`src/verilog/charger_status_pkg.sv`:
```
package charger_status_pkg;

	// ==========================================================
	// Register offsets
	localparam logic [7:0] OFS_CUR_LIMIT_HI = 8'h19;
	localparam logic [7:0] OFS_CUR_LIMIT_LO = 8'h1a;
	localparam logic [7:0] OFS_STATUS_FIRST = 8'h1b;
	localparam logic [7:0] OFS_STATUS_SECOND = 8'h1c;

	// ==========================================================
	// Reset values
	localparam logic [15:0] RST_CUR_LIMIT     = 16'h0000;
	localparam logic [7:0]  RST_STATUS_FIRST  = 8'h00;
	localparam logic [7:0]  RST_STATUS_SECOND = 8'h00;

	// ==========================================================
	// Field layout
	localparam int CUR_LIMIT_W     = 9;
	localparam int POS_INPUT_CUR   = 7;
	localparam int POS_INPUT_VOLT  = 6;
	localparam int POS_WATCHDOG    = 5;
	localparam int POS_WEAK_SRC    = 4;
	localparam int POS_POWER_GOOD  = 3;
	localparam int POS_SECOND_IN   = 2;
	localparam int POS_FIRST_IN    = 1;
	localparam int POS_BUS_IN      = 0;
	localparam int POS_PHASE_LSB   = 5;
	localparam int POS_ADAPTER_LSB = 1;
	localparam int POS_DETECT_DONE = 0;

	// ==========================================================
	// Current limit scale: 10 mA per step, 100 mA floor
	localparam int          CUR_STEP_MA     = 10;
	localparam int          CUR_MIN_MA      = 100;
	localparam logic [8:0]  CUR_MIN_CODE    = 9'(CUR_MIN_MA / CUR_STEP_MA);

	// ==========================================================
	// Charge phase codes
	typedef enum logic [2:0] {
		PHASE_IDLE     = 3'h0,
		PHASE_TRICKLE  = 3'h1,
		PHASE_PRE      = 3'h2,
		PHASE_FAST_CC  = 3'h3,
		PHASE_TAPER_CV = 3'h4,
		PHASE_RSVD     = 3'h5,
		PHASE_TOP_OFF  = 3'h6,
		PHASE_DONE     = 3'h7
	} chargePhase_t;

	// ==========================================================
	// Adapter type codes
	typedef enum logic [3:0] {
		ADP_NONE        = 4'h0,
		ADP_STD_PORT    = 4'h1,
		ADP_CHG_PORT    = 4'h2,
		ADP_DEDICATED   = 4'h3,
		ADP_ADJ_HV      = 4'h4,
		ADP_UNKNOWN     = 4'h5,
		ADP_NONSTANDARD = 4'h6,
		ADP_OTG         = 4'h7,
		ADP_UNQUALIFIED = 4'h8,
		ADP_DIRECT_BUS  = 4'hb
	} adapterType_t;

	// ==========================================================
	// Raw status from analog, detection and charge logic
	typedef struct packed {
		logic [8:0] curLimit;
		logic       curLimitValid;
		logic       otgMode;
		logic       fwdCurrentLoop;
		logic       fwdVoltageLoop;
		logic       otgCurrentLoop;
		logic       otgVoltageLoop;
		logic       watchdogExpired;
		logic       weakSource;
		logic       powerGood;
		logic       secondPresent;
		logic       firstPresent;
		logic       busPresent;
		logic [2:0] chargePhase;
		logic       detectDone;
		logic [3:0] detectedType;
		logic       notQualified;
		logic       directBus;
		logic       otgHotFault;
		logic       otgColdFault;
	} rawStatus_t;

	localparam int RAW_W = $bits(rawStatus_t);

	// Register bus request
	typedef struct packed {
		logic [7:0] addr;
		logic       read;
		logic       write;
		logic [7:0] wdata;
	} regReq_t;

endpackage

```
`src/verilog/charger_status_registers.sv`:
```
// What this block does
// Report 9-bit current limit, 10mA steps, clamped low
// Bit7: input or OTG current loop regulating
// Bit6: input or OTG voltage loop regulating
// Bit5: watchdog timer expired
// Bit4: weak adapter detected
// Bit3: input power good
// Bit2: second AC input present
// Bit1: first AC input present
// Bit0: bus input present
// Bits7-5 of second byte: charge phase
// Bits4-1: detected adapter codes 1 to 6
// Adapter 0 none/OTG fault, 7 OTG, 8 unqualified
// Adapter B direct bus; reserved codes never shown
// Bit0: adapter detection complete
// All fields read-only, zero after reset
// Writes change nothing
module charger_status_registers
	import charger_status_pkg::*;
(
	input  wire logic       sys_clk,    // System clock, 100 MHz
	input  wire logic       arst_n,     // Asynchronous reset, active low
	input  wire rawStatus_t rawStatus,  // Unsynchronised status sources
	input  wire regReq_t    regReq,     // Register access request
	output logic [7:0]      regRdata,   // Read data, registered
	output logic            regRdValid, // Read data valid pulse
	output logic            regHit      // Last read addressed a mapped register
);

	// ==========================================================
	// Input synchroniser, three stages
	logic [RAW_W-1:0] syncA_q, syncB_q, syncC_q;
	logic [RAW_W-1:0] syncA_d, syncB_d, syncC_d;
	rawStatus_t       stableRaw_q, stableRaw_d;

	always_comb begin
		syncA_d = rawStatus;
		syncB_d = syncA_q;
		syncC_d = syncB_q;
		stableRaw_d = stableRaw_q;
		for (int i = 0; i < RAW_W; i++) begin
			if (syncB_q[i] == syncC_q[i]) begin
				stableRaw_d[i] = syncC_q[i];
			end
		end
	end

	always_ff @(posedge sys_clk or negedge arst_n) begin
		if (!arst_n) begin
			syncA_q     <= '0;
			syncB_q     <= '0;
			syncC_q     <= '0;
			stableRaw_q <= '0;
		end else begin
			syncA_q     <= syncA_d;
			syncB_q     <= syncB_d;
			syncC_q     <= syncC_d;
			stableRaw_q <= stableRaw_d;
		end
	end

	// ==========================================================
	// Status registers
	logic [15:0] curLimit_q, curLimit_d;
	logic [7:0]  statusFirst_q, statusFirst_d;
	logic [7:0]  statusSecond_q, statusSecond_d;
	chargePhase_t phaseCode;
	adapterType_t adapterCode;

	always_comb begin
		curLimit_d = curLimit_q;
		if (stableRaw_q.curLimitValid) begin
			curLimit_d = 16'h0000;
			if (stableRaw_q.curLimit < CUR_MIN_CODE) begin
				curLimit_d[CUR_LIMIT_W-1:0] = CUR_MIN_CODE;
			end else begin
				curLimit_d[CUR_LIMIT_W-1:0] = stableRaw_q.curLimit;
			end
		end

		statusFirst_d = 8'h00;
		statusFirst_d[POS_INPUT_CUR] = stableRaw_q.otgMode ? stableRaw_q.otgCurrentLoop
			: stableRaw_q.fwdCurrentLoop;
		statusFirst_d[POS_INPUT_VOLT] = stableRaw_q.otgMode ? stableRaw_q.otgVoltageLoop
			: stableRaw_q.fwdVoltageLoop;
		statusFirst_d[POS_WATCHDOG]   = stableRaw_q.watchdogExpired;
		statusFirst_d[POS_WEAK_SRC]   = stableRaw_q.weakSource;
		statusFirst_d[POS_POWER_GOOD] = stableRaw_q.powerGood;
		statusFirst_d[POS_SECOND_IN]  = stableRaw_q.secondPresent;
		statusFirst_d[POS_FIRST_IN]   = stableRaw_q.firstPresent;
		statusFirst_d[POS_BUS_IN]     = stableRaw_q.busPresent;

		// Reserved phase shows as not charging
		phaseCode = chargePhase_t'(stableRaw_q.chargePhase);
		if (phaseCode == PHASE_RSVD) begin
			phaseCode = PHASE_IDLE;
		end

		// Adapter code, highest priority first
		if (stableRaw_q.otgMode && (stableRaw_q.otgHotFault || stableRaw_q.otgColdFault)) begin
			adapterCode = ADP_NONE;
		end else if (stableRaw_q.otgMode) begin
			adapterCode = ADP_OTG;
		end else if (!(stableRaw_q.busPresent || stableRaw_q.firstPresent
				|| stableRaw_q.secondPresent)) begin
			adapterCode = ADP_NONE;
		end else if (stableRaw_q.directBus) begin
			adapterCode = ADP_DIRECT_BUS;
		end else if (stableRaw_q.notQualified) begin
			adapterCode = ADP_UNQUALIFIED;
		end else begin
			case (stableRaw_q.detectedType)
				4'h1, 4'h2, 4'h3, 4'h4, 4'h5, 4'h6: begin
					adapterCode = adapterType_t'(stableRaw_q.detectedType);
				end
				default: begin
					adapterCode = ADP_NONE;
				end
			endcase
		end

		statusSecond_d = 8'h00;
		statusSecond_d[POS_PHASE_LSB +: 3]   = phaseCode;
		statusSecond_d[POS_ADAPTER_LSB +: 4] = adapterCode;
		statusSecond_d[POS_DETECT_DONE]      = stableRaw_q.detectDone;
	end

	always_ff @(posedge sys_clk or negedge arst_n) begin
		if (!arst_n) begin
			curLimit_q     <= RST_CUR_LIMIT;
			statusFirst_q  <= RST_STATUS_FIRST;
			statusSecond_q <= RST_STATUS_SECOND;
		end else begin
			curLimit_q     <= curLimit_d;
			statusFirst_q  <= statusFirst_d;
			statusSecond_q <= statusSecond_d;
		end
	end

	// ==========================================================
	// Read port; writes are decoded nowhere
	logic [7:0] rdata_q, rdata_d;
	logic       rdValid_q, rdValid_d;
	logic       hit_q, hit_d;

	always_comb begin
		rdata_d   = rdata_q;
		hit_d     = hit_q;
		rdValid_d = regReq.read;
		if (regReq.read) begin
			hit_d = 1'b1;
			case (regReq.addr)
				OFS_CUR_LIMIT_HI:  rdata_d = curLimit_q[15:8];
				OFS_CUR_LIMIT_LO:  rdata_d = curLimit_q[7:0];
				OFS_STATUS_FIRST:  rdata_d = statusFirst_q;
				OFS_STATUS_SECOND: rdata_d = statusSecond_q;
				default: begin
					rdata_d = 8'h00;
					hit_d   = 1'b0;
				end
			endcase
		end
	end

	always_ff @(posedge sys_clk or negedge arst_n) begin
		if (!arst_n) begin
			rdata_q   <= 8'h00;
			rdValid_q <= 1'b0;
			hit_q     <= 1'b0;
		end else begin
			rdata_q   <= rdata_d;
			rdValid_q <= rdValid_d;
			hit_q     <= hit_d;
		end
	end

	assign regRdata   = rdata_q;
	assign regRdValid = rdValid_q;
	assign regHit     = hit_q;

endmodule

```
`config.mk`:
```
export PLATFORM = sky130hd
export DESIGN_NAME = charger_status_registers
export DESIGN_NICKNAME = d
export VERILOG_FILES = /design/src/verilog/charger_status_pkg.sv /design/src/verilog/charger_status_registers.sv
export SDC_FILE = /design/constraint.sdc
export NUM_CORES = 1
export LEC_CHECK = 0
export BUFFER_PORTS_ARGS = -buffer_cell sky130_fd_sc_hd__buf_2
export CORE_UTILIZATION = 53
export DETAILED_ROUTE_END_ITERATION = 16
export GPL_ROUTABILITY_DRIVEN = 0
export PLACE_DENSITY_LB_ADDON = 0.25
export SETUP_SLACK_MARGIN = 0.02
export SLEW_MARGIN = 20
export SYNTH_ARGS = -nofsm -noshare
export SYNTH_HDL_FRONTEND = slang
export SYNTH_SLANG_ARGS = --single-unit
```
`constraint.sdc`:
```
create_clock -name sys_clk -period 3.4 [get_ports sys_clk]
set_clock_uncertainty 0.15 [all_clocks]
set_input_delay 0.17 -clock sys_clk [delete_from_list [all_inputs] [get_ports sys_clk]]
set_output_delay 0.17 -clock sys_clk [all_outputs]
set_load 0.005 [all_outputs]
```
# After elaboration in Yosys (flattened, before gate mapping)
# Index checks and enable logic that the tools add are counted.
[word_totals]
ff_bits = 167
latchBits = 0
ram_bits = 0
romBits = 0
in_bits = 53
output_inout_bits = 10
wordCells = 105
mem_count = 0
[op_classes]
n_addsub = 0
multipliers = 0
div = 0
n_lt_le_gt_ge = 1
eq_ne = 44
shifts = 0
mux = 12
n_bitwise = 0
reduce_logical = 6
[op_table]
columns = ["operator", "count"]
rows = [
  ["== test 1 bit", 33],
  ["== test 8 x 5 -> 1 bit, second input constant", 4],
  ["case mux 8 bit (4 select lines)", 1],
  ["two-way mux 4 bit", 6],
  ["== test 4 x 3 -> 1 bit, second input constant", 3],
  ["less-than comparator 9 x 4 -> 1 bit, second input constant", 1],
  ["two-way mux 9 bit", 1],
  ["== test 4 x 2 -> 1 bit, second input constant", 2],
  ["OR reduction 6 bit", 1],
  ["== test 4 x 1 -> 1 bit, second input constant", 1],
  ["OR reduction 4 bit", 1],
  ["== test 3 bit, second input constant", 1],
  ["logical OR 1 bit", 3],
  ["two-way mux 1 bit", 3],
  ["two-way mux 3 bit", 1],
  ["logical AND 1 bit", 1],
]

# Depth between registers and ports, before layout
[logic_depth]
ltp_word = 8
ltp_mapped = 5
mapped_depth_nobuf = 3

# Least setup slack after synthesis
# No wires, ideal clock.
[synth_timing]
kind = "reg2reg"
startpoint = "register stableRaw_q[31] (netlist name)"
endpoint = "register curLimit_q[0]"
setup_time_ns = 0.120
arrival_time_ns = 1.055
required_time_ns = 3.130
path_slack_ns = 2.075
stages_incl_launch_ff = 4
n_path_buf = 0
synth_period_minus_slack_ns = 1.325
path_cell_list = "dfrtp_1 nor4_2 nand3_1 a31o_1"
[synth_between]
elab_chain_cells = 2
[synth_lines]
columns = ["element", "line", "text"]
rows = [
  ["from (decl)", "charger_status_registers.sv:34", "rawStatus_t stableRaw_q, stableRaw_d;"],
  ["from (signal assigned)", "charger_status_registers.sv:58", "stableRaw_q <= stableRaw_d;"],
  ["less-than comparator 9 x 4 -> 1 bit", "charger_status_registers.sv:74", "if (stableRaw_q.curLimit < CUR_MIN_CODE) begin"],
  ["two-way mux 9 bit", "charger_status_registers.sv:74", ""],
  ["to (signal assigned)", "charger_status_registers.sv:134", "curLimit_q <= curLimit_d;"],
  ["to (decl)", "charger_status_registers.sv:64", "logic [15:0] curLimit_q, curLimit_d;"],
]
# Every way passes these cells.
# A chain may end at the register's enable or synchronous reset.

# Worst setup path after layout
[layout_timing]
startpoint = "input port regReq[15] (netlist name)"
endpoint = "register rdata_q[3] (netlist: regRdata[3])"
[layout_between]
elab_chain_cells = 2
word_cells_on_any_way = 5
cone_classes = "eq/ne: 4; mux: 1"
[layout_lines]
columns = ["element", "line", "text"]
rows = [
  ["from (decl)", "charger_status_registers.sv:24", "input wire regReq_t regReq,"],
  ["== test 8 x 5 -> 1 bit", "charger_status_registers.sv:152", "case (regReq.addr)"],
  ["case mux 8 bit (4 select lines) (*)", "charger_status_registers.sv:152", ""],
  ["to (signal assigned)", "charger_status_registers.sv:171", "rdata_q <= rdata_d;"],
  ["to (decl)", "charger_status_registers.sv:142", "logic [7:0] rdata_q, rdata_d;"],
]
# Mark *: on every way between the ends. The rest lies on a longest branch, timed or not.

==> metrics <==
CP max stage delay 0.71 ns; PortBufs 53; worst slew pin tran 0.908 ns; maximum vdd drop 0.356 mV; post-route ant nets 0; Mapped Area 0.00529 mm²; Clock Latency Late Sink 0.51 ns; number of remaining DRC errors 0; Static Leak 2.91 nW; global-route wire length before repair 13.0 mm; Max-cap violations 0; ant diodes 0; Internal Dissipation 0.00316 W; core box area 0.00973 mm²; Syn Nets 355; cells after synthesis 302; setup ws final 0.967 ns; DP Cell Count 480; RSZ-0062 raised after global routing false; Arrival @ worst endpoint 2.71 ns; H-tree depth 4; DP HPWL 4.63 mm; Synth top area share 0.790; Num CTS Buffers 17; Reg clk slew, reported paths 0.06 ns; Power Dens Cells 621 mW/mm²; Req. time, crit path 3.68 ns; Netlist cell types 36; Crit Path Max Fanout 9; DIE AREA 0.0104 mm²; share of layout cells above drive strength 1 0.269; Max Used Layer met4; starting density of the core 0.544; Highest Clock Rate 411 MHz; clock power share 0.402; GRT Overall Usage 0.174; fin. max-slew vios 0; DRT iter0 DRCs 72; Critical Path Slowest Stage Cell dlygate4sd3_1; CP startpoint regReq[15]; initial antenna violation count 0; Startpoint Class primary input; Die Ht 102 µm; Clock Tree Buf Depth 2; most used cell, CP dlygate4sd3_1; final hold violations 0; YS warnings 0; Post-Place Setup Slack 1.90 ns; Worst Setup End Kind flip-flop; Util after Layout 0.676; r2r startpoint stableRaw_q[31]; switching share of power 0.227; wire length on met3 310 µm; Flop pwr share 0.543; Overflow after GRT 0; clk root buf clkbuf_8; worst setup path class primary input to flip-flop; P_sw 0.000927 W; Period minus WS final 2.43 ns; Vias 2675; status completed; ys async rst share 1.00; P&R area growth vs syn 24.3%; Comb pwr share 0.055; critical-path cell list dlygate4sd3_1 -> buf_2 -> nor4b_2 -> dlygate4sd3_1 -> nand4b_4 -> dlygate4sd3_1 -> o22ai_1; post-synthesis area per instance 17.5 µm²; Yosys top cell by area dfrtp_1; worst hold path type primary input to flip-flop; post-cts resize count 0; Area contributors post-synth dfrtp_1 79%, maj3_1 6.2%, and4bb_2 2.1%; Cell Count, Final, Fillers Out 550; Seq/Total Area, Yosys 0.790; CTS Sinks 167; largest net degree at the start of global routing 102; vias in the first global route 2696; Die W 102 µm; Yosys reg bits 167; HP Start regReq[12]; length of routed met2 wiring 3.72 mm; Post-synth top flop dfrtp_1; Post-synth top cells 167 x dfrtp_1, 33 x maj3_1, 14 x inv_1; # nets final 457; # fillers 700; Detailed Route WL 7.94 mm; EDFF count, synth 0; 1st-pass router iterations 4; Max-slew headroom 0.394; row cnt 36; drt via density 4.86; Setup-failing EPs final 0; io pins 63; routed len/inst 14.4 µm; fin crit share 0.715; clock tree from TritonCTS done; wl on met1 3.71 mm; setup TNS 0 ns; post-CTS setup buffers 0; count leader, synth dfrtp_1
==> routing by layer <==
| metal | up-vias | track usage |
|---|---|---|
| met4 | 0 | 0.100 |
| met1 | 1345 | 0.228 |
| met3 | 13 | 0.0581 |
| li1 | 1254 | - |
| met2 | 63 | 0.257 |
| met5 | - | 0 |
==> power by group through the flow <==
stage	clock [W]	sequential (W)	combinational (W)
2_1_floorplan	0	0.00222	0.000123
3_3_place_gp	0	0.00225	0.000188
3_5_place_dp	0	0.00225	0.000198
4_1_cts	0.00168	0.00222	0.000231
5_1_grt	0.00177	0.00223	0.000255
6_report	0.00164	0.00222	0.000227
==> state kept, by name, indices dropped and copies added (netlist names) <==
| name | count |
|---|---|
| syncC_q | 33 |
| statusSecond_q | 8 |
| syncB_q | 33 |
| curLimit_q | 9 |
| regHit | 1 |
| syncA_q | 33 |
| stableRaw_q | 33 |
| regRdValid | 1 |
| regRdata | 8 |
| statusFirst_q | 8 |
==> final timing paths <==
kind | endpoint | slack [ns] | depth (start not counted)
max | regRdata[3] | 0.97 | 7
max in group asynchronous | syncA_q[23] | 2.07 | 3
min | regRdata[0] | 0.09 | 4
min in group asynchronous | syncB_q[25] | 0.16 | 2
max reg2reg | curLimit_q[0] | 1.94 | 3
min reg2reg | syncB_q[1] | 0.20 | 0
==> cells in the final DEF (no fill, tap or decap), drive strengths merged, types with 2 or more instances in the layout <==
master and n:
dfrtp 167, buf 55, dlygate4sd3 38, maj3 33, clkbuf 18, inv 16
and4bb 9, o22ai 8, mux2 8, clkinv 8, nor4bb 7, a211oi 7
nor2 6, o21ai 6, nand2 5, clkinvlp 4, a31oi 3, a21boi 2
a21oi 2, nand3 2, nor2b 2, nand4b 2, a31o 2
==> metrics by stage <==
stage / power [W] / hold WS, ns / instance area, µm²
global route: 0.00425 / 0.113 / 6580
floorplan: 0.00234 / -0.276 / 5290
global placement: 0.00243 / 0.128 / 5680
detailed placement: 0.00245 / 0.129 / 5680
CTS: 0.00413 / 0.0497 / 6580
finish: 0.00408 / 0.0853 / 6580
==> logic make-up after synthesis <==
logic type               Yosys count  share of synthesized area
AO/OA/AOI/OAI                     31                     0.0411
multiplexers                       8                     0.0177
buffers and inverters             24                     0.0253
flip-flops                       167                      0.790
AND/OR/NAND/NOR                   39                     0.0638
adder cells (fa/ha/maj)           33                     0.0624
==> final cells by class <==
| class | instances | area [µm²] | area share |
|---|---|---|---|
| well taps | 133 | 166 | 0.0253 |
| inverters | 14 | 52.6 | 0.00799 |
| clock buffers | 18 | 418 | 0.0635 |
| repair buffers | 93 | 679 | 0.103 |
| flip-flops and latches | 167 | 4180 | 0.635 |
| clock inverters | 14 | 103 | 0.0156 |
| multi-input cells | 111 | 980 | 0.149 |
==> critical path: cells and delay by family <==
| family | cells | cell delay [ns] |
|---|---|---|
| compound gates | 1 | 0.18 |
| simple gates | 2 | 0.34 |
| buf+inv | 4 | 2.02 |
==> what timing repair did <==
item,4_1_cts,5_1_grt
setup endpoints to repair,0,0
hold buffers,38,0
hold endpoints to repair,142,0
Power figures use the tool's default switching activity.
